`config.mk`:
```
export PLATFORM = sky130hd
export DESIGN_NAME = sac_converter
export DESIGN_NICKNAME = d
export VERILOG_FILES = /design/src/sac_pkg.sv /design/src/sac_fifo.sv /design/src/sac_converter.sv
export VERILOG_INCLUDE_DIRS = /design/src
export SDC_FILE = /design/constraint.sdc
export NUM_CORES = 1
export LEC_CHECK = 0
export ABC_AREA = 1
export ABC_CLOCK_PERIOD_IN_PS = 4000
export BUFFER_PORTS_ARGS = -buffer_cell sky130_fd_sc_hd__buf_2
export CORE_MARGIN = 10
export CORE_UTILIZATION = 45
export DETAILED_ROUTE_END_ITERATION = 10
export GPL_TIMING_DRIVEN = 0
export PLACE_DENSITY = 0.69
export SYNTH_ARGS = -nofsm -noshare
export SYNTH_HDL_FRONTEND = slang
export SYNTH_SLANG_ARGS = --single-unit
```
`constraint.sdc`:
```
create_clock -name clk -period 4 [get_ports clk]
set_input_delay 0.4 -clock clk [delete_from_list [all_inputs] [get_ports clk]]
set_output_delay 0.4 -clock clk [all_outputs]
set_load 0.005 [all_outputs]
```
`src/sac_regs.svh`:
```
`ifndef SAC_REGS_SVH
`define SAC_REGS_SVH
`define SAC_NBITS 16
`define SAC_CODE_ZERO 16'h0000
`define SAC_CODE_FULL 16'hffff
`define SAC_LEAD_EDGES 5
`define SAC_SWITCH_CYCLES 2
`define SAC_SETTLE_CYCLES 2
`define SAC_FIFO_DEPTH 4
`endif

```
`src/sac_pkg.sv`:
```
package sac_pkg;
    typedef struct packed {
        logic posGround;
        logic negGround;
        logic sampleConnect;
    } sac_switch_type;
    typedef struct packed {
        logic overRange;
        logic underRange;
    } sac_range_type;
    typedef enum logic [2:0] {
        SAC_POWERDOWN = 3'b000,
        SAC_OPEN_GND = 3'b001,
        SAC_HOLD = 3'b011,
        SAC_TRIAL = 3'b010,
        SAC_DECIDE = 3'b110,
        SAC_FINISH = 3'b111
    } sac_state_type;
endpackage

```
`src/sac_fifo.sv`:
```
`timescale 1ns/100ps
`default_nettype none
module sac_fifo #(
    parameter int WIDTH = 16,
    parameter int DEPTH = 4
) (
    input wire logic clk, // core clock
    input wire logic sys_rst, // async reset
    input wire logic inValid, // write request
    output logic inReady, // space available
    input wire logic [WIDTH-1:0] inData, // write word
    output logic outValid, // word available
    input wire logic outReady, // drain accepts
    output logic [WIDTH-1:0] outData // head word
);
    localparam int AW = $clog2(DEPTH);
    logic [WIDTH-1:0] mem [DEPTH];
    logic [AW-1:0] wrPtr_r;
    logic [AW-1:0] rdPtr_r;
    logic [AW:0] count_r;
    logic doWr;
    logic doRd;
    assign inReady = (count_r != (AW+1)'(DEPTH));
    assign outValid = (count_r != '0);
    assign outData = mem[rdPtr_r];
    assign doWr = inValid && inReady;
    assign doRd = outValid && outReady;
    always_ff @(posedge clk) begin
        if (doWr) begin
            mem[wrPtr_r] <= inData;
        end
    end
    always_ff @(posedge clk or posedge sys_rst) begin
        if (sys_rst) begin
            wrPtr_r <= '0;
            rdPtr_r <= '0;
            count_r <= '0;
        end else begin
            if (doWr) begin
                wrPtr_r <= (wrPtr_r == AW'(DEPTH-1)) ? '0 : wrPtr_r + 1'b1;
            end
            if (doRd) begin
                rdPtr_r <= (rdPtr_r == AW'(DEPTH-1)) ? '0 : rdPtr_r + 1'b1;
            end
            count_r <= count_r + (AW+1)'(doWr) - (AW+1)'(doRd);
        end
    end
endmodule
`default_nettype wire

```
`src/sac_converter.sv`:
```
// Overview of operation
// - chip-select falling edge starts conversion
// - open ground switches, then disconnect arrays from inputs
// - test 16 bits MSB first by comparator
// - after last bit, reacquire and form code
// - code is straight unsigned binary
// - over-range saturates to all ones
// - under-range without over-range saturates to all zeros
// - result belongs to this conversion's sample if read after SAC_FINISH, else an older code
// - up to 100 kSPS, powered down between
// - each result is a 16-bit word
// - data output high impedance while select high
// - after fifth falling clock, drive leading zero
// - shift result MSB first on falling edges
`timescale 1ns/100ps
`default_nettype none
`include "sac_regs.svh"
module sac_converter
    import sac_pkg::*;
(
    input wire logic clk, // internal conversion clock
    input wire logic sys_rst, // async reset, active high
    input wire logic convStart_n, // chip-select pin, active low
    input wire logic host_shift_clock, // host serial clock pin
    input wire logic compHigh, // comparator: sample above trial level
    input wire logic overRange, // analog input above reference span
    input wire logic underRange, // analog input below ground
    output logic pos_array_ground_switch, // closed while acquiring
    output logic neg_array_ground_switch, // closed while acquiring
    output logic sampleConnect, // arrays tied to inputs
    output logic [`SAC_NBITS-1:0] trialBits, // array elements at reference
    output logic powerUp, // analog core powered
    output logic dataOut, // serial data output level
    output logic dataOutEn, // serial data output enable
    output logic [`SAC_NBITS-1:0] resultCode, // last completed code
    output logic resultValid // pulse when a code completes
);
    logic [1:0] csSync_r;
    logic [1:0] sckSync_r;
    logic csPrev_r;
    logic sckPrev_r;
    logic csLow;
    logic csFall;
    logic sckFall;
    sac_state_type state_r;
    sac_switch_type sw_r;
    sac_range_type range_r;
    logic [3:0] bitIdx_r;
    logic [1:0] waitCnt_r;
    logic [`SAC_NBITS-1:0] sar_r;
    logic [`SAC_NBITS-1:0] code_nxt;
    logic fifoInValid;
    logic fifoInReady;
    logic fifoOutValid;
    logic fifoOutReady;
    logic [`SAC_NBITS-1:0] fifoOutData;
    logic [`SAC_NBITS-1:0] shift_r;
    logic [4:0] edgeCnt_r;
    logic [4:0] bitsLeft_r;
    logic readLoad;

    // pins pass two flops before any logic reads them
    always_ff @(posedge clk or posedge sys_rst) begin
        if (sys_rst) begin
            csSync_r <= 2'h3;
            sckSync_r <= 2'h0;
            csPrev_r <= 1'b1;
            sckPrev_r <= 1'b0;
        end else begin
            csSync_r <= {csSync_r[0], convStart_n};
            sckSync_r <= {sckSync_r[0], host_shift_clock};
            csPrev_r <= csSync_r[1];
            sckPrev_r <= sckSync_r[1];
        end
    end
    assign csLow = !csSync_r[1];
    assign csFall = csPrev_r && !csSync_r[1];
    assign sckFall = sckPrev_r && !sckSync_r[1];

    // saturated codes replace the search result on range faults
    always_comb begin
        if (range_r.overRange) begin
            code_nxt = `SAC_CODE_FULL;
        end else if (range_r.underRange) begin
            code_nxt = `SAC_CODE_ZERO;
        end else begin
            code_nxt = sar_r;
        end
    end

    // sequencer runs on clk only, never on the host clock
    always_ff @(posedge clk or posedge sys_rst) begin
        if (sys_rst) begin
            state_r <= SAC_POWERDOWN;
            sw_r <= '{posGround: 1'b1, negGround: 1'b1, sampleConnect: 1'b1};
            range_r <= '0;
            bitIdx_r <= 4'hf;
            waitCnt_r <= 2'h0;
            sar_r <= '0;
        end else begin
            unique case (state_r)
                SAC_POWERDOWN: begin
                    if (csFall) begin
                        sw_r.posGround <= 1'b0;
                        sw_r.negGround <= 1'b0;
                        waitCnt_r <= 2'(`SAC_SWITCH_CYCLES - 1);
                        state_r <= SAC_OPEN_GND;
                    end
                end
                SAC_OPEN_GND: begin
                    if (waitCnt_r == 2'h0) begin
                        sw_r.sampleConnect <= 1'b0;
                        range_r <= '{overRange: overRange, underRange: underRange};
                        sar_r <= '0;
                        bitIdx_r <= 4'hf;
                        state_r <= SAC_HOLD;
                    end else begin
                        waitCnt_r <= waitCnt_r - 2'h1;
                    end
                end
                SAC_HOLD: begin
                    sar_r[bitIdx_r] <= 1'b1;
                    waitCnt_r <= 2'(`SAC_SETTLE_CYCLES - 1);
                    state_r <= SAC_TRIAL;
                end
                SAC_TRIAL: begin
                    if (waitCnt_r == 2'h0) begin
                        state_r <= SAC_DECIDE;
                    end else begin
                        waitCnt_r <= waitCnt_r - 2'h1;
                    end
                end
                SAC_DECIDE: begin
                    sar_r[bitIdx_r] <= compHigh;
                    if (bitIdx_r == 4'h0) begin
                        state_r <= SAC_FINISH;
                    end else begin
                        bitIdx_r <= bitIdx_r - 4'h1;
                        state_r <= SAC_HOLD;
                    end
                end
                SAC_FINISH: begin
                    sw_r <= '{posGround: 1'b1, negGround: 1'b1, sampleConnect: 1'b1};
                    state_r <= SAC_POWERDOWN;
                end
                default: state_r <= SAC_POWERDOWN;
            endcase
        end
    end

    assign fifoInValid = (state_r == SAC_FINISH);

    always_ff @(posedge clk or posedge sys_rst) begin
        if (sys_rst) begin
            pos_array_ground_switch <= 1'b1;
            neg_array_ground_switch <= 1'b1;
            sampleConnect <= 1'b1;
            trialBits <= '0;
            powerUp <= 1'b0;
            resultCode <= '0;
            resultValid <= 1'b0;
        end else begin
            pos_array_ground_switch <= sw_r.posGround;
            neg_array_ground_switch <= sw_r.negGround;
            sampleConnect <= sw_r.sampleConnect;
            trialBits <= sar_r;
            powerUp <= (state_r != SAC_POWERDOWN);
            resultValid <= fifoInValid && fifoInReady;
            if (fifoInValid && fifoInReady) begin
                resultCode <= code_nxt;
            end
        end
    end

    // a full queue would drop the code; draining keeps it at one word at most
    sac_fifo #(
        .WIDTH(`SAC_NBITS),
        .DEPTH(`SAC_FIFO_DEPTH)
    ) u_fifo (
        .clk(clk),
        .sys_rst(sys_rst),
        .inValid(fifoInValid),
        .inReady(fifoInReady),
        .inData(code_nxt),
        .outValid(fifoOutValid),
        .outReady(fifoOutReady),
        .outData(fifoOutData)
    );

    // load the word at the leading zero; unread words drain while converting,
    // so the shifted code is this frame's if the fifth falling clock comes after SAC_FINISH, else an older one
    assign readLoad = csLow && sckFall && (edgeCnt_r == 5'(`SAC_LEAD_EDGES - 1));
    assign fifoOutReady = fifoOutValid && (readLoad
        || (state_r != SAC_POWERDOWN && state_r != SAC_FINISH));

    always_ff @(posedge clk or posedge sys_rst) begin
        if (sys_rst) begin
            edgeCnt_r <= '0;
            bitsLeft_r <= '0;
            shift_r <= '0;
            dataOut <= 1'b0;
            dataOutEn <= 1'b0;
        end else if (!csLow) begin
            edgeCnt_r <= '0;
            bitsLeft_r <= '0;
            dataOut <= 1'b0;
            dataOutEn <= 1'b0;
        end else if (sckFall) begin
            if (edgeCnt_r < 5'(`SAC_LEAD_EDGES)) begin
                edgeCnt_r <= edgeCnt_r + 5'h1;
            end
            if (edgeCnt_r == 5'(`SAC_LEAD_EDGES - 1)) begin
                dataOutEn <= 1'b1;
                dataOut <= 1'b0;
                shift_r <= fifoOutData;
                bitsLeft_r <= 5'(`SAC_NBITS);
            end else if (bitsLeft_r != 5'h0) begin
                dataOut <= shift_r[`SAC_NBITS-1];
                shift_r <= {shift_r[`SAC_NBITS-2:0], 1'b0};
                bitsLeft_r <= bitsLeft_r - 5'h1;
            end else begin
                dataOut <= 1'b0;
            end
        end
    end

    hiz_when_high_a: assert property (@(posedge clk) disable iff (sys_rst)
        !csSync_r[1] || !$past(csSync_r[1]) || !dataOutEn)
        else $error("data output enabled while select high");
    lead_zero_a: assert property (@(posedge clk) disable iff (sys_rst)
        $rose(dataOutEn) |-> !dataOut)
        else $error("leading bit not zero");
    start_opens_gnd_a: assert property (@(posedge clk) disable iff (sys_rst)
        csFall && state_r == SAC_POWERDOWN |=> !sw_r.posGround && !sw_r.negGround
        && sw_r.sampleConnect)
        else $error("ground switches not opened first");
    conv_length_a: assert property (@(posedge clk) disable iff (sys_rst)
        state_r == SAC_HOLD && bitIdx_r == 4'hf |-> ##64 state_r == SAC_FINISH)
        else $error("search did not take sixteen steps");
    finish_reacquire_a: assert property (@(posedge clk) disable iff (sys_rst)
        state_r == SAC_FINISH |=> state_r == SAC_POWERDOWN && sw_r.sampleConnect)
        else $error("no return to acquisition");
    over_sat_a: assert property (@(posedge clk) disable iff (sys_rst)
        fifoInValid && range_r.overRange |=> resultCode == `SAC_CODE_FULL)
        else $error("over-range not saturated");
    under_sat_a: assert property (@(posedge clk) disable iff (sys_rst)
        fifoInValid && !range_r.overRange && range_r.underRange
        |=> resultCode == `SAC_CODE_ZERO)
        else $error("under-range not saturated");
    result_same_a: assert property (@(posedge clk) disable iff (sys_rst)
        readLoad && state_r == SAC_POWERDOWN
        |-> fifoOutValid && fifoOutData == resultCode)
        else $error("result is not this sample");
    power_down_a: assert property (@(posedge clk) disable iff (sys_rst)
        state_r == SAC_POWERDOWN ##1 state_r == SAC_POWERDOWN |-> !powerUp)
        else $error("powered while idle");
    conv_c: cover property (@(posedge clk) disable iff (sys_rst) resultValid);
    over_c: cover property (@(posedge clk) disable iff (sys_rst) fifoInValid && range_r.overRange);
    shift_c: cover property (@(posedge clk) disable iff (sys_rst)
        dataOutEn && bitsLeft_r == 5'h1 && sckFall);
endmodule
`default_nettype wire

```
; Word level (Yosys, flattened, before mapping)
; Memory sizes are Yosys's and may differ from the RTL's.
; Index checks and enable logic that the tools add are counted.
[word_totals]
out_inout_bits = 39
regBits = 108
latchBits = 0
romBits = 0
ram_bits = 64
n_memories = 1
word_cells = 139
[classes]
div = 0
bitwise = 2
n_reduce_logical = 40
n_shift = 0
n_eq_ne = 15
n_mul = 0
add_sub_neg = 8
n_mux = 42
magnitude_cmp = 3
[memory_table]
columns = memory, words, width, rd, rd_clocked_by_memory_dff, write_ports, line
row1 = u_fifo.mem, 4, 16, 1, 0, 1, sac_fifo.sv:17  ; logic [WIDTH-1:0] mem [DEPTH];
[op_table]
columns = op, count
row1 = two-way mux 16 bit, 5
row2 = case mux 16 bit (3 select lines), 1
row3 = two-way mux 5 bit, 7
row4 = bitwise mux 16 bit, 1
row5 = OR 16 bit, 1
row6 = case mux 3 bit (5 select lines), 1
row7 = nonzero test 3 bit, 5
row8 = AND reduction 2 bit, 7
row9 = nonzero test 2 bit, 7
row10 = two-way mux 3 bit, 4
row11 = AND reduction 3 bit, 4
row12 = two-way mux 1 bit, 11
row13 = two-way mux 2 bit, 5
row14 = inequality test 2 bit (second input constant), 5
row15 = logical AND 1 bit, 9
row16 = two-way mux 4 bit, 2
row17 = case mux 4 bit (2 select lines), 1
row18 = == test 3 x 2 -> 1 bit (second input constant), 2
row19 = == test 3 bit (second input constant), 2
row20 = inequality test 3 bit (second input constant), 2
row21 = case mux 2 bit (3 select lines), 1
row22 = adder 5 x 1 -> 5 bit (second input constant), 1
row23 = == test 5 x 3 -> 1 bit (second input constant), 1
row24 = less-than comparator 4 x 5 -> 1 bit (second input constant), 1
row25 = 21 further kinds, 24

; Logic depth before layout (Yosys ltp)
; Gate-level depths: netlist of the first run.
[logic_depth]
ltp_word = 8
mapped_depth = 14
ltp_nobuf = 14

; Cells and area by module
; Synthesis of the first run repeated with hierarchy kept, for this count alone.
[unflattened]
hier_cells = 812
hier_area_um2 = 7897.6
[modules_own_cells]
columns = mod, cells_per_inst, area_each_um2, instances
row1 = sac_converter, 567, 4664.5, 1
row2 = sac_fifo, 245, 3233.1, 1

; Worst setup path after synthesis of the first run
; No wires, ideal clock.
[synth_timing]
path_kind = reg2reg
startpoint = register edgeCnt_r[0]
endpoint = register u_fifo.count_r[2]
setup_time_ns = 0.123
synth_period_minus_slack_ns = 2.227
setup_slack_ns = 1.773
path_stages_with_launch = 15
t_arrival_ns = 2.105
path_cell_list = dfrtp_1 -> inv_1 -> ha_1 -> nand2_2 -> nor2_8 -> nand2_2 -> nand2_1 -> nand2_1 -> inv_1 -> ha_1 -> inv_1 -> ha_1 -> inv_1 -> fa_1 -> xnor2_1
[synth_via]
elab_chain_cells = 6
[synth_rtl]
columns = element, line
row1 = start: declaration, sac_converter.sv:58  ; logic [4:0] edgeCnt_r;
row2 = start signal: assignment, sac_converter.sv:210  ; edgeCnt_r <= edgeCnt_r + 5'h1;
row3 = == test 5 x 3 -> 1 bit, sac_converter.sv:192  ; assign readLoad = csLow && sckFall && (edgeCnt_r == 5'(`SAC_LEAD_EDGES - 1));
row4 = logical AND 1 bit, sac_converter.sv:192
row5 = logical OR 1 bit, sac_converter.sv:194  ; || (state_r != SAC_POWERDOWN && state_r != SAC_FINISH));
row6 = logical AND 1 bit, sac_converter.sv:193  ; assign fifoOutReady = fifoOutValid && (readLoad
row7 = logical AND 1 bit, sac_fifo.sv:27  ; assign doRd = outValid && outReady;
row8 = via u_fifo.doRd, sac_fifo.sv:22  ; logic doRd;
row9 = subtractor 3 x 1 -> 3 bit, sac_fifo.sv:45  ; count_r <= count_r + (AW+1)'(doWr) - (AW+1)'(doRd);
row10 = end signal: assignment, sac_fifo.sv:45
row11 = end: declaration, sac_fifo.sv:20  ; logic [AW:0] count_r;
; The timed path passes the listed nets, and every way through them passes these cells.
; A chain may end at the register's enable or synchronous reset.

; Final worst setup path of the first run
[layout_timing]
startpoint = register edgeCnt_r[0]
endpoint = register u_fifo.count_r[1]
; The elaborated chain is that of the path after synthesis.

==> results of run 1 <==
## worst paths after layout
| check | start | endpoint | slack [ns] | cells after the start |
|---|---|---|---|---|
| max | edgeCnt_r[0] | u_fifo.count_r[1] | 1.50 | 14 |
| min | sys_rst | trialBits[13] | 0.06 | 2 |
| max reg2reg | edgeCnt_r[0] | u_fifo.count_r[1] | 1.50 | 14 |
| min reg2reg | sckSync_r[0] | sckSync_r[1] | 0.35 | 0 |
| max in group asynchronous | sys_rst | bitIdx_r[3] | 3.20 | 3 |
| min in group clk | host_shift_clock | sckSync_r[0] | 0.07 | 1 |
## registers in the layout, summed over array words and instances, names as in the netlist, 3 cells and up
signal and cells:
u_fifo.mem 64, u_fifo.count_r 3, bitIdx_r 4, edgeCnt_r 5, bitsLeft_r 5, resultCode 16
sar_r 16, shift_r 16, state_r 3, trialBits 16
## cells in the final DEF, fill, tap and decap left out, types with 2 or more instances in the layout
cell type,instances
nand4_1,13
nand2_1,256
xnor2_1,4
ha_1,17
clkinv_2,4
a21oi_1,2
nand3_1,128
bufinv_16,2
inv_2,4
clkbuf_1,8
clkbuf_16,18
buf_2,58
dfrtp_1,95
nor2_4,3
clkbuf_8,2
o21ai_0,39
nor2_1,25
nand2_4,2
inv_1,136
buf_4,6
nand2_2,4
nor2_2,6
clkinvlp_4,3
inv_4,2
o21ai_1,5
buf_6,6
edfxtp_1,64
dfstp_2,11
## synthesized netlist by cell type, drive strengths merged
| cell type | number | share of area (%) |
|---|---|---|
| nand2 | 262 | 13 |
| inv | 141 | 6.8 |
| nand3 | 129 | 8.4 |
| dfrtp | 95 | 31 |
| edfxtp | 64 | 25 |
| o21ai | 44 | 2.8 |
| nor2 | 35 | 2.3 |
| buf | 24 | 2.1 |
| ha | 17 | 2.7 |
| nand4 | 13 | 1.0 |
| dfstp | 11 | 3.7 |
| clkbuf | 7 | 0.34 |
| xnor2 | 4 | 0.45 |
| a21oi | 3 | 0.24 |
| a31oi | 1 | 0.081 |
| clkinv | 1 | 0.048 |
| fa | 1 | 0.26 |
| nand3b | 1 | 0.097 |
| nor3 | 1 | 0.064 |
| or2 | 1 | 0.081 |
## layout make-up
type | count | area share [%]
buffer | 31 | 2.16
clock buffer | 21 | 5.40
clock inverter | 11 | 1.32
inverter | 142 | 6.00
multi-input combinational | 512 | 27.5
sequential | 170 | 51.4
tap | 220 | 3.08
timing repair buffer | 48 | 3.13
## logic make-up (layout without fill, tap and decap cells)
kind of cell / Yosys count / after routing / synth area share (%)
DFF: 170 / 170 / 59.1
xor gates and xnor gates: 4 / 4 / 0.451
adders and majority gates: 18 / 18 / 3.00
AOI/OAI and AO/OA: 48 / 48 / 3.16
buffers and inverters: 173 / 253 / 9.35
and+or+nand+nor: 442 / 442 / 24.9
## stage by stage
| stage | power [mW] | worst slack, ns | utilization (%) |
|---|---|---|---|
| global route | 6.55 | 1.33 | 53.3 |
| CTS | 6.17 | 1.49 | 53.3 |
| detailed placement | 4.51 | 1.51 | 49.7 |
| floorplan | 3.85 | 0.829 | - |
| finish | 6.14 | 1.50 | 53.3 |
| global placement | 4.46 | -0.478 | 49.3 |
## per-layer routing
metal,vias to the layer above,global-route usage [%],wire (um)
met5,-,0,0
met4,0,5.97,326
met3,26,4.42,891
met2,136,26.4,8710
met1,2698,18.4,7180
li1,2844,-,-
## power groups by stage
stage	clock network, mW	logic, mW	registers [mW]
6_report	1.65	2.00	2.50
5_1_grt	1.75	2.26	2.54
4_1_cts	1.68	2.00	2.50
3_5_place_dp	0	1.98	2.52
3_3_place_gp	0	1.94	2.52
2_1_floorplan	0	1.35	2.50
## worst register-to-register path: stages (launching register included)
cell	delay, ns
dfrtp_1	0.40
inv_1	0.11
ha_1	0.19
nand2_2	0.11
nor2_8	0.19
nand2_2	0.14
nand2_1	0.12
nand2_1	0.10
inv_1	0.07
ha_1	0.22
inv_1	0.06
ha_1	0.13
inv_1	0.04
fa_1	0.48
inv_1	0.04
==> summary.md, run 1 <==
| Metric | Value |
|---|---|
| Total Routed Length | ~17 mm |
| Switch share | 36.1% |
| Post-synthesis cell type count | 31 |
| Core box area | 0.0168 sq mm |
| Worst-Skew Late Latency | around 0.43 ns |
| Unrepaired setup endpoints after global routing | no |
| Area of the multi-input gates | approximately 0.0025 sq mm |
| Worst path arrival time | 2.82 ns |
| Post-synthesis cell count | ~860 |
| Sequential fraction of the synthesis area | between 50% and 60% |
| Hold Path Class | in -> async |
| Rows | 47 |
| Fin area | a little under 0.009 sq mm |
| Initial DRC count | 366 |
| Chip width | about 150 um |
| TritonRoute pass-1 iters | 5 |
| Clk network pwr share | a little over a quarter |
| Int Pwr | a little under 4 mW |
| Postcts setup bufs | 0 |
| DPL Wire Length | 12.0 mm |
| Global-route wire length before repair | roughly 28 mm |
| H-tree lvl count | 4 |
| Reg power frac | roughly two fifths |
| Num CTS Buffers | 17 |
| Post-Syn Nets | roughly 900 |
| Antenna violations before repair | 0 |
| GP Congestion | around 0.93 |
| Worst Skew | ~0.0077 ns |
| DRT antenna net count | 0 |
| Area delta synth->final | 15.0% |
| CP cell instances | inv_1 > ha_1 > nand2_2 > nor2_8 > nand2_2 > nand2_1 > nand2_1 > inv_1 > ha_1 > inv_1 > ha_1 > inv_1 > fa_1 > inv_1 |
| Most frequent CP cell | inv_1 |
| Fraction of layout cells with a size suffix above 1 | between 10% and 20% |
| Clock root buffer | clkbuf_16 |
| Clock Sinks | 170 |
| Via count of the routed design | 5704 |
| Average size of a mapped cell | around 9.1 sq um |
| DIE AREA | 0.0229 sq mm |
| Final global-route overflow total | 0 |
| Post-synthesis register bit count | 170 |
| Vias per Instance | approximately 5 |
| Synthesized area | between 0.007 and 0.008 sq mm |
| Fin Setup TNS | 0 ns |
| WL/cell | approximately 15 um |
| Crit-path max cell delay | around 0.48 ns |
| Peak VDD IR | between 0.0003 and 0.0004 V |
| Max-slew headroom | 36.2% |
| CP endpoint kind | flop |
| # diodes | 0 |
| Top delay family on crit path | adder cells |
| Max Cap Viol | 0 |
| DRC | 0 |
| GRT Total Usage | 15.6% |
| Crit path kind | reg -> reg |
| Hold Vio Cnt, Final | 0 |
| Fin crit period | between 2 and 2.5 ns |
| CP Buf/Inv Count | 5 |
| Max-slew violation count | 0 |
| Crit start category | flop |
| Leakage | about 4.4 nW |
| Final setup fails | 0 |
| Maximum clock frequency | around 400 MHz |
| Hold buffers post-CTS | 0 |
| Largest net degree at the start of global routing | 57 |
| I/O Buffers | 45 |
| Final nets | approximately 950 |
| # resized after CTS | 0 |
| Reg area | around 0.0046 sq mm |
| Worst-path maximum fanout | 8 |
| DP Area | ~0.0083 sq mm |
| Clock Pin Slew Worst Setup and Hold Paths | roughly 0.06 ns |
| Hold Slack | 0.0599 ns |
| IO Pins | 46 |
| Number of global-route vias before repair | approximately 5500 |
| Die height | about 150 um |
| Fin crit share | 62.4% |
| Slew @ Worst Pin | approximately 0.96 ns |
| Filler instances | around 1500 |
| Yosys warnings | 0 |
| Switching power | 2.22 mW |
| Initial core utilization | a little under half |
| Status | complete, no violations |
| Clock buffer depth | 2 |
| Power per Cell Area | approximately 690 mW/mm^2 |
| Worst path slowest cell | fa_1 |
| Comb pwr share | around a third |
| Placed insts | ~1100 |
| CTS tree | yes |
| Final std cells w/o fill | 1155 |
| Required @ worst endpoint | roughly 4.3 ns |
Power figures use the tool's default switching activity.
==> run 2: changes to the inputs <==
- ABC_AREA: 1 -> 0
- ABC_CLOCK_PERIOD_IN_PS: 4000 -> 2480
- clock period: 4 -> 2.48 ns (I/O delays scaled with it)
==> run 2 against run 1 <==
Sequential cell count unchanged. Non-clock buffer count did not move. Global-route usage is 1.3 points lower. Synthesized cell count fell by 42%. Wire length down 14%. Combinational power up 33%. Utilization down 0.12 points. Worst setup slack lost 1.4 ns. Register-to-register slack got worse by 1.4 ns. Sequential share of layout area increased by 3.6 points. First-iteration DRC count down 19%. Sequential power rose by 60%.
==> summary.md, run 2 <==
| Metric | Value |
|---|---|
| Status | complete, no violations |
| Hold Path Class | in -> reg |
| CP Buf/Inv Count | 2 |
| Worst Skew | just under 0.01 ns |
| Maximum clock frequency | 426 MHz |
| CP cell instances | or3_4 > a22oi_2 > nor2_2 > ha_1 > inv_1 > ha_1 > inv_1 > fa_2 > xnor2_2 > xnor2_1 |
| Total Routed Length | 14.8 mm |
| Max-slew violation count | 0 |
| Final global-route overflow total | 0 |
| Unrepaired setup endpoints after global routing | no |
| H-tree lvl count | 4 |
| Worst-path maximum fanout | 8 |
| Yosys warnings | 0 |
| Crit-path max cell delay | 0.45 ns |
| Worst r2r src | state_r[1] |
| Antenna violations before repair | 0 |
| Via count of the routed design | between 4000 and 5000 |
| Worst flop-to-flop path endpoint | u_fifo.count_r[2] |
| Clock buffer depth | 2 |
| Worst path slowest cell | dfrtp_2 |
| Hold Slack | ~0.018 ns |
| Clock Pin Slew Worst Setup and Hold Paths | 0.07 ns |
| WL/cell | about 19 um |
| Hold Vio Cnt, Final | 0 |
| Clock Sinks | between 150 and 200 |
| Rows | 46 |
| Worst reg2reg path depth | 10 |
| Area delta synth->final | 16.8% |
| Average size of a mapped cell | about 14 sq um |
| Top delay family on crit path | adder cells |
| Die height | 146 um |
| Final setup fails | 0 |
| Crit path kind | reg -> reg |
| Clock root buffer | clkbuf_16 |
| Most Crowded Layer GR | met2 |
| Largest net degree at the start of global routing | between 40 and 50 |
| CP Depth | 10 |
| Max-slew headroom | 47.3% |
| CTS tree | yes |
| Peak VDD IR | 0.000596 V |
| DRC | 0 |
| Max Cap Viol | 0 |
| Setup crit end | u_fifo.count_r[2] |
| Most used DFF post-synth | dfrtp_1 |
| Fin Setup TNS | 0 ns |
| Most frequent cells in the layout | 93 x dfrtp_1, 64 x edfxtp_1, 53 x buf_2, 32 x a21oi_1, 27 x o21ai_0 |
| Vias per Instance | between 5 and 6 |
| Power per Cell Area | roughly 1100 mW/mm^2 |
| Worst-Skew Late Latency | about 0.43 ns |
| Area leader, netlist | dfrtp_1 |
| Max reg flops | 64 |
| Required @ worst endpoint | 2.79 ns |
| Top reg by flops | u_fifo.mem |
| Most common cell after layout, fill and taps aside | dfrtp_1 |
| I/O Buffers | 45 |
| Final std cells w/o fill | approximately 800 |
| Num CTS Buffers | 17 |
| Worst setup path start | state_r[1] |
| Worst path arrival time | 2.66 ns |
| # diodes | 0 |
| Post-synthesis cell type count | 59 |
| Slew @ Worst Pin | just under 0.8 ns |
| Crit start category | flop |
| Chip width | between 100 and 150 um |
| Initial core utilization | a little under half |
| DRT antenna net count | 0 |
| R2R setup slack | ~0.13 ns |
| TritonRoute pass-1 iters | 4 |
| Post-synthesis register bit count | 170 |
| Post-synthesis cell count | a little under 500 |
| Fin crit period | approximately 2.3 ns |
| Cell with the most instances after synthesis | dfrtp_1 |
| Final nets | 594 |
| Core box area | ~0.016 sq mm |
| Post-Syn Nets | approximately 520 |
| Fin crit share | between 90% and 100% |
| Util after Layout | 53.1% |
| Synthesized area | around 0.0071 sq mm |
| Yosys top cell area share | between 30 and 40% |
| Initial DRC count | between 200 and 300 |
| Global Route met1 Usage | between 15 and 20% |
| DPL Wire Length | about 10 mm |
| Leakage | 3.50 nW |
| CP endpoint kind | flop |
| GRT Total Usage | about 14% |
| Sequential fraction of the synthesis area | between 60% and 70% |
| DIE AREA | around 0.021 sq mm |
| EDFF count, synth | between 60 and 70 |
| Fraction of layout cells with a size suffix above 1 | around 31% |
| Global routing usage on met3 | around 3.7% |
| Met2 Usage GRT | around a quarter |
| IO Pins | 46 |
| Global-route wire length before repair | 24.4 mm |
| Commonest cells post-synth | 95 x dfrtp_1, 64 x edfxtp_1, 32 x a21oi_1, 27 x o21ai_0, 19 x inv_1 |
| Synth area leaders | dfrtp_1 33%, edfxtp_1 27%, mux4_2 4.1%, dfstp_2 4.0%, ha_1 3.0% |
| Ys async rst share | roughly 62% |
| Placed insts | 760 |
| Number of global-route vias before repair | around 4600 |
| GP Congestion | 0.841 |
-- run 2: final cells by class --
type,instances,area (sq um)
Fill cell,1271,7360
Sequential cell,170,4590
Multi-Input combinational cell,281,2340
Clock buffer,19,464
Timing Repair Buffer,53,318
Tap cell,216,270
Buffer,26,185
Clock inverter,13,108
Inverter,20,78.8
-- run 2: cell families after synthesis --
logic type,count (synthesis),share of synthesized area (%)
buffers and inverters,46,3.64
adders and majority gates,18,3.26
xor gates and xnor gates,5,0.613
DFF,170,64.2
AOI/OAI and AO/OA,135,13.0
and+or+nand+nor,89,7.27
muxes,34,8.04
-- run 2: worst register-to-register path, delay by kind of cell, from the launching register on --
family / cells / cell delay, ns
fa+ha+maj: 3 / 0.77
simple gates: 2 / 0.47
flops: 1 / 0.45
compound gates: 1 / 0.17
buf+inv: 2 / 0.11
xor+xnor: 2 / 0.27
-- run 2: timing repair --
item                                   CTS  global route
hold buffers                             3             0
resized for setup                        5             9
setup buffers                            3             0
pin swaps                                1             2
endpoints found under the hold margin   28             0
setup endpoints to repair               34            33
-- run 2: routing by layer --
metal	up-vias	routed length, um	share of wire, %
met5	-	0	0
met4	0	198	1.3
met3	18	569	3.9
met2	90	7640	52
met1	2160	6360	43
li1	2002	-	-
-- run 2: worst min path at each step --
stage | from | to | slack, ns | depth (start not counted)
2_1_floorplan | convStart_n | csSync_r[0] | 0.25 | 0
3_3_place_gp | sckSync_r[0] | sckSync_r[1] | 0.34 | 0
3_5_place_dp | csSync_r[0] | csSync_r[1] | 0.35 | 0
4_1_cts | overRange | range_r[1] | 0.01 | 3
5_1_grt | overRange | range_r[1] | 0.03 | 3
6_report | overRange | range_r[1] | 0.02 | 3
-- run 2: power breakdown --
| part | switching [mW] | leakage [nW] | internal [mW] |
|---|---|---|---|
| combinational | 1.51 | 1.29 | 1.15 |
| clock | 1.14 | 0.277 | 1.39 |
| sequential | 0.333 | 1.94 | 3.66 |
-- run 2: stage by stage --
step	cell area (sq um)	power [mW]	setup slack (ns)
3_5_place_dp	7690	6.66	-0.216
5_1_grt	8350	9.72	0.00438
3_3_place_gp	7650	6.52	-0.134
2_1_floorplan	7150	5.72	0.0693
4_1_cts	8330	9.23	-0.00176
6_report	8350	9.19	0.131
==> run 3: changes to the inputs <==
- ABC_CLOCK_PERIOD_IN_PS: 2480 -> 2660
- clock period: 2.48 -> 2.66 ns (I/O delays scaled with it)
==> run 3 against run 2 <==
Non-clock buffer count stayed put. Cell count is the same. Worst setup slack improved by 0.035 ns. Clock power decreased by 7%. Clock skew about the same. Sequential share of layout area up 0.12 points. Sequential cell count stayed put. Final area down 0.27%. Fmax fell by 5.8%. Register-to-register slack better by 0.03 ns. Combinational power is 7% lower. Critical path type unchanged. Largest cell class unchanged. Largest power group unchanged.
==> summary.md, run 3 (synthesis gave the netlist of run 2 again) <==
| Metric | Value |
|---|---|
| Unrepaired setup endpoints after global routing | no |
| Util after Layout | ~53% |
| Reg area | 0.00459 sq mm |
| Chip width | around 150 um |
| Fin crit period | about 2.5 ns |
| Initial core utilization | a little under half |
| Placed insts | between 700 and 800 |
| Top delay family on crit path | adder cells |
| Core box area | about 0.016 sq mm |
| Power per Cell Area | between 1000 and 1500 mW/mm^2 |
| Required @ worst endpoint | ~3.0 ns |
| CP cell instances | or3_1 > a22oi_1 > nor2_2 > ha_1 > inv_1 > ha_1 > inv_1 > fa_1 > xnor2_2 > xnor2_1 |
| Initial DRC count | about 260 |
| Hold Slack | about 0.047 ns |
| Max-slew violation count | 0 |
| Global-route wire length before repair | 24.2 mm |
| Worst reg2reg path depth | 10 |
| Fin area | between 0.008 and 0.009 sq mm |
| Fin Setup TNS | 0 ns |
| Largest net degree at the start of global routing | 42 |
| CP endpoint kind | flop |
| Leakage | around 3.5 nW |
| Worst-Skew Late Latency | roughly 0.43 ns |
| Max-slew headroom | between 40% and 50% |
| # diodes | 0 |
| DRT antenna net count | 0 |
| Crit path kind | reg -> reg |
| Clock Sinks | 170 |
| Most Crowded Layer GR | met2 |
| I/O Buffers | 45 |
| Most common cell after layout, fill and taps aside | dfrtp_1 |
| Area delta synth->final | 16.5% |
| Worst flop-to-flop path endpoint | u_fifo.count_r[2] |
| H-tree lvl count | 4 |
| Clock root buffer | clkbuf_16 |
| Hold Path Class | in -> reg |
| Maximum clock frequency | 401 MHz |
| Final global-route overflow total | 0 |
| Die height | 146 um |
| Rows | between 40 and 50 |
| Global routing usage on met3 | under 10% |
| Worst r2r src | state_r[1] |
| IO Pins | 46 |
| TritonRoute pass-1 iters | 4 |
| DPL Wire Length | 10.3 mm |
| Total power draw | around 8.6 mW |
| Slew @ Worst Pin | between 0.8 and 0.9 ns |
| Area of the multi-input gates | about 0.0023 sq mm |
| Num CTS Buffers | 17 |
| PnR worst setup slack | approximately 0.17 ns |
| Crit start category | flop |
| Final setup fails | 0 |
| Worst path slowest cell | dfrtp_1 |
| Hold path cells | 3 |
| DP Area | 0.00769 sq mm |
| Status | complete, no violations |
| Worst Skew | between 0.009 and 0.01 ns |
| Clock Pin Slew Worst Setup and Hold Paths | ~0.070 ns |
| CTS tree | yes |
| Antenna violations before repair | 0 |
| Vias per Instance | 5.35 |
| Worst path arrival time | about 2.8 ns |
| Filler instances | ~1300 |
| DIE AREA | roughly 0.021 sq mm |
| Global Route met1 Usage | 16.8% |
| Met2 Usage GRT | between 20% and 30% |
| Hold Vio Cnt, Final | 0 |
| DRC | 0 |
| Total Routed Length | roughly 15 mm |
| Peak VDD IR | 0.000554 V |
| Final std cells w/o fill | ~800 |
| Fin crit share | between 90% and 100% |
| Fraction of layout cells with a size suffix above 1 | approximately 29% |
| Via count of the routed design | roughly 4300 |
| WL/cell | around 19 um |
| Max reg flops | 64 |
| Number of global-route vias before repair | about 4600 |
| Crit-path max cell delay | 0.45 ns |
| R2R setup slack | between 0.15 and 0.2 ns |
| GP Congestion | 0.841 |
| Most frequent cells in the layout | 95 x dfrtp_1, 64 x edfxtp_1, 53 x buf_2, 32 x a21oi_1, 27 x o21ai_0 |
| Max Cap Viol | 0 |
| GRT Total Usage | approximately 14% |
| Final nets | just under 600 |
| Worst-path maximum fanout | 8 |
| Hold path endpoint | range_r[0] |
| CP Buf/Inv Count | 2 |
| Top reg by flops | u_fifo.mem |
| Clock buffer depth | 2 |
| Setup WS pre-CTS | -0.0360 ns |
| Hold path start | underRange |
-- run 3: cell types whose count changed in the layout (fill, tap and decap cells not counted), moves of 2 or more --
cell     previous run  this run
and2_1              2         6
dfrtp_1            93        95
dfrtp_2             2         0
and2_2              4         0
-- run 3: how the worst max path moves through the flow --
| stage | endpoint | start | cells after the start | slack (ns) |
|---|---|---|---|---|
| after floorplan | u_fifo.count_r[2] | edgeCnt_r[0] | 12 | 0.25 |
| after CTS | u_fifo.count_r[2] | edgeCnt_r[0] | 12 | 0.007 |
| after global placement | u_fifo.count_r[2] | edgeCnt_r[0] | 12 | 0.05 |
| after detailed placement | u_fifo.count_r[2] | edgeCnt_r[0] | 12 | -0.04 |
| after global routing | u_fifo.mem[3][15] | state_r[0] | 5 | 0.01 |
| final | u_fifo.count_r[2] | state_r[1] | 10 | 0.17 |
-- run 3: per-layer routing --
metal  share of wire (%)  routed length (um)
met1                  43                6350
met2                  52                7670
met3                 3.6                 538
met4                 1.5                 221
met5                   0                   0
-- run 3: cell type report --
type,instances,area share (%)
Buffer,26,2.22
Clock buffer,19,5.57
Clock inverter,13,1.29
Inverter,20,0.947
Multi-Input combinational cell,281,27.8
Sequential cell,170,55.1
Tap cell,216,3.25
Timing Repair Buffer,53,3.82
-- run 3: timing repair --
item | in CTS | in global routing
endpoints found under the setup margin | 1 | 1
gates cloned | 0 | 0
resized for setup | 1 | 2
pin swaps | 0 | 1
hold buffers | 3 | 0
buffers inserted | 0 | 3
endpoints found under the hold margin | 28 | 0
-- run 3: worst register-to-register path, delay by kind of cell (launching register included) --
kind	cells	cell delay (ns)
AO/OA/AOI/OAI	1	0.21
XOR/XNOR	2	0.29
adder cells (fa/ha/maj)	3	0.82
buffers and inverters	2	0.11
flip-flops	1	0.45
AND/OR/NAND/NOR	2	0.51
-- run 3: power breakdown --
part	leakage, nW	total (mW)	switching [mW]	internal (mW)
Clock	0.277	2.36	1.06	1.30
Sequential	1.94	3.72	0.308	3.41
Combinational	1.28	2.47	1.41	1.06
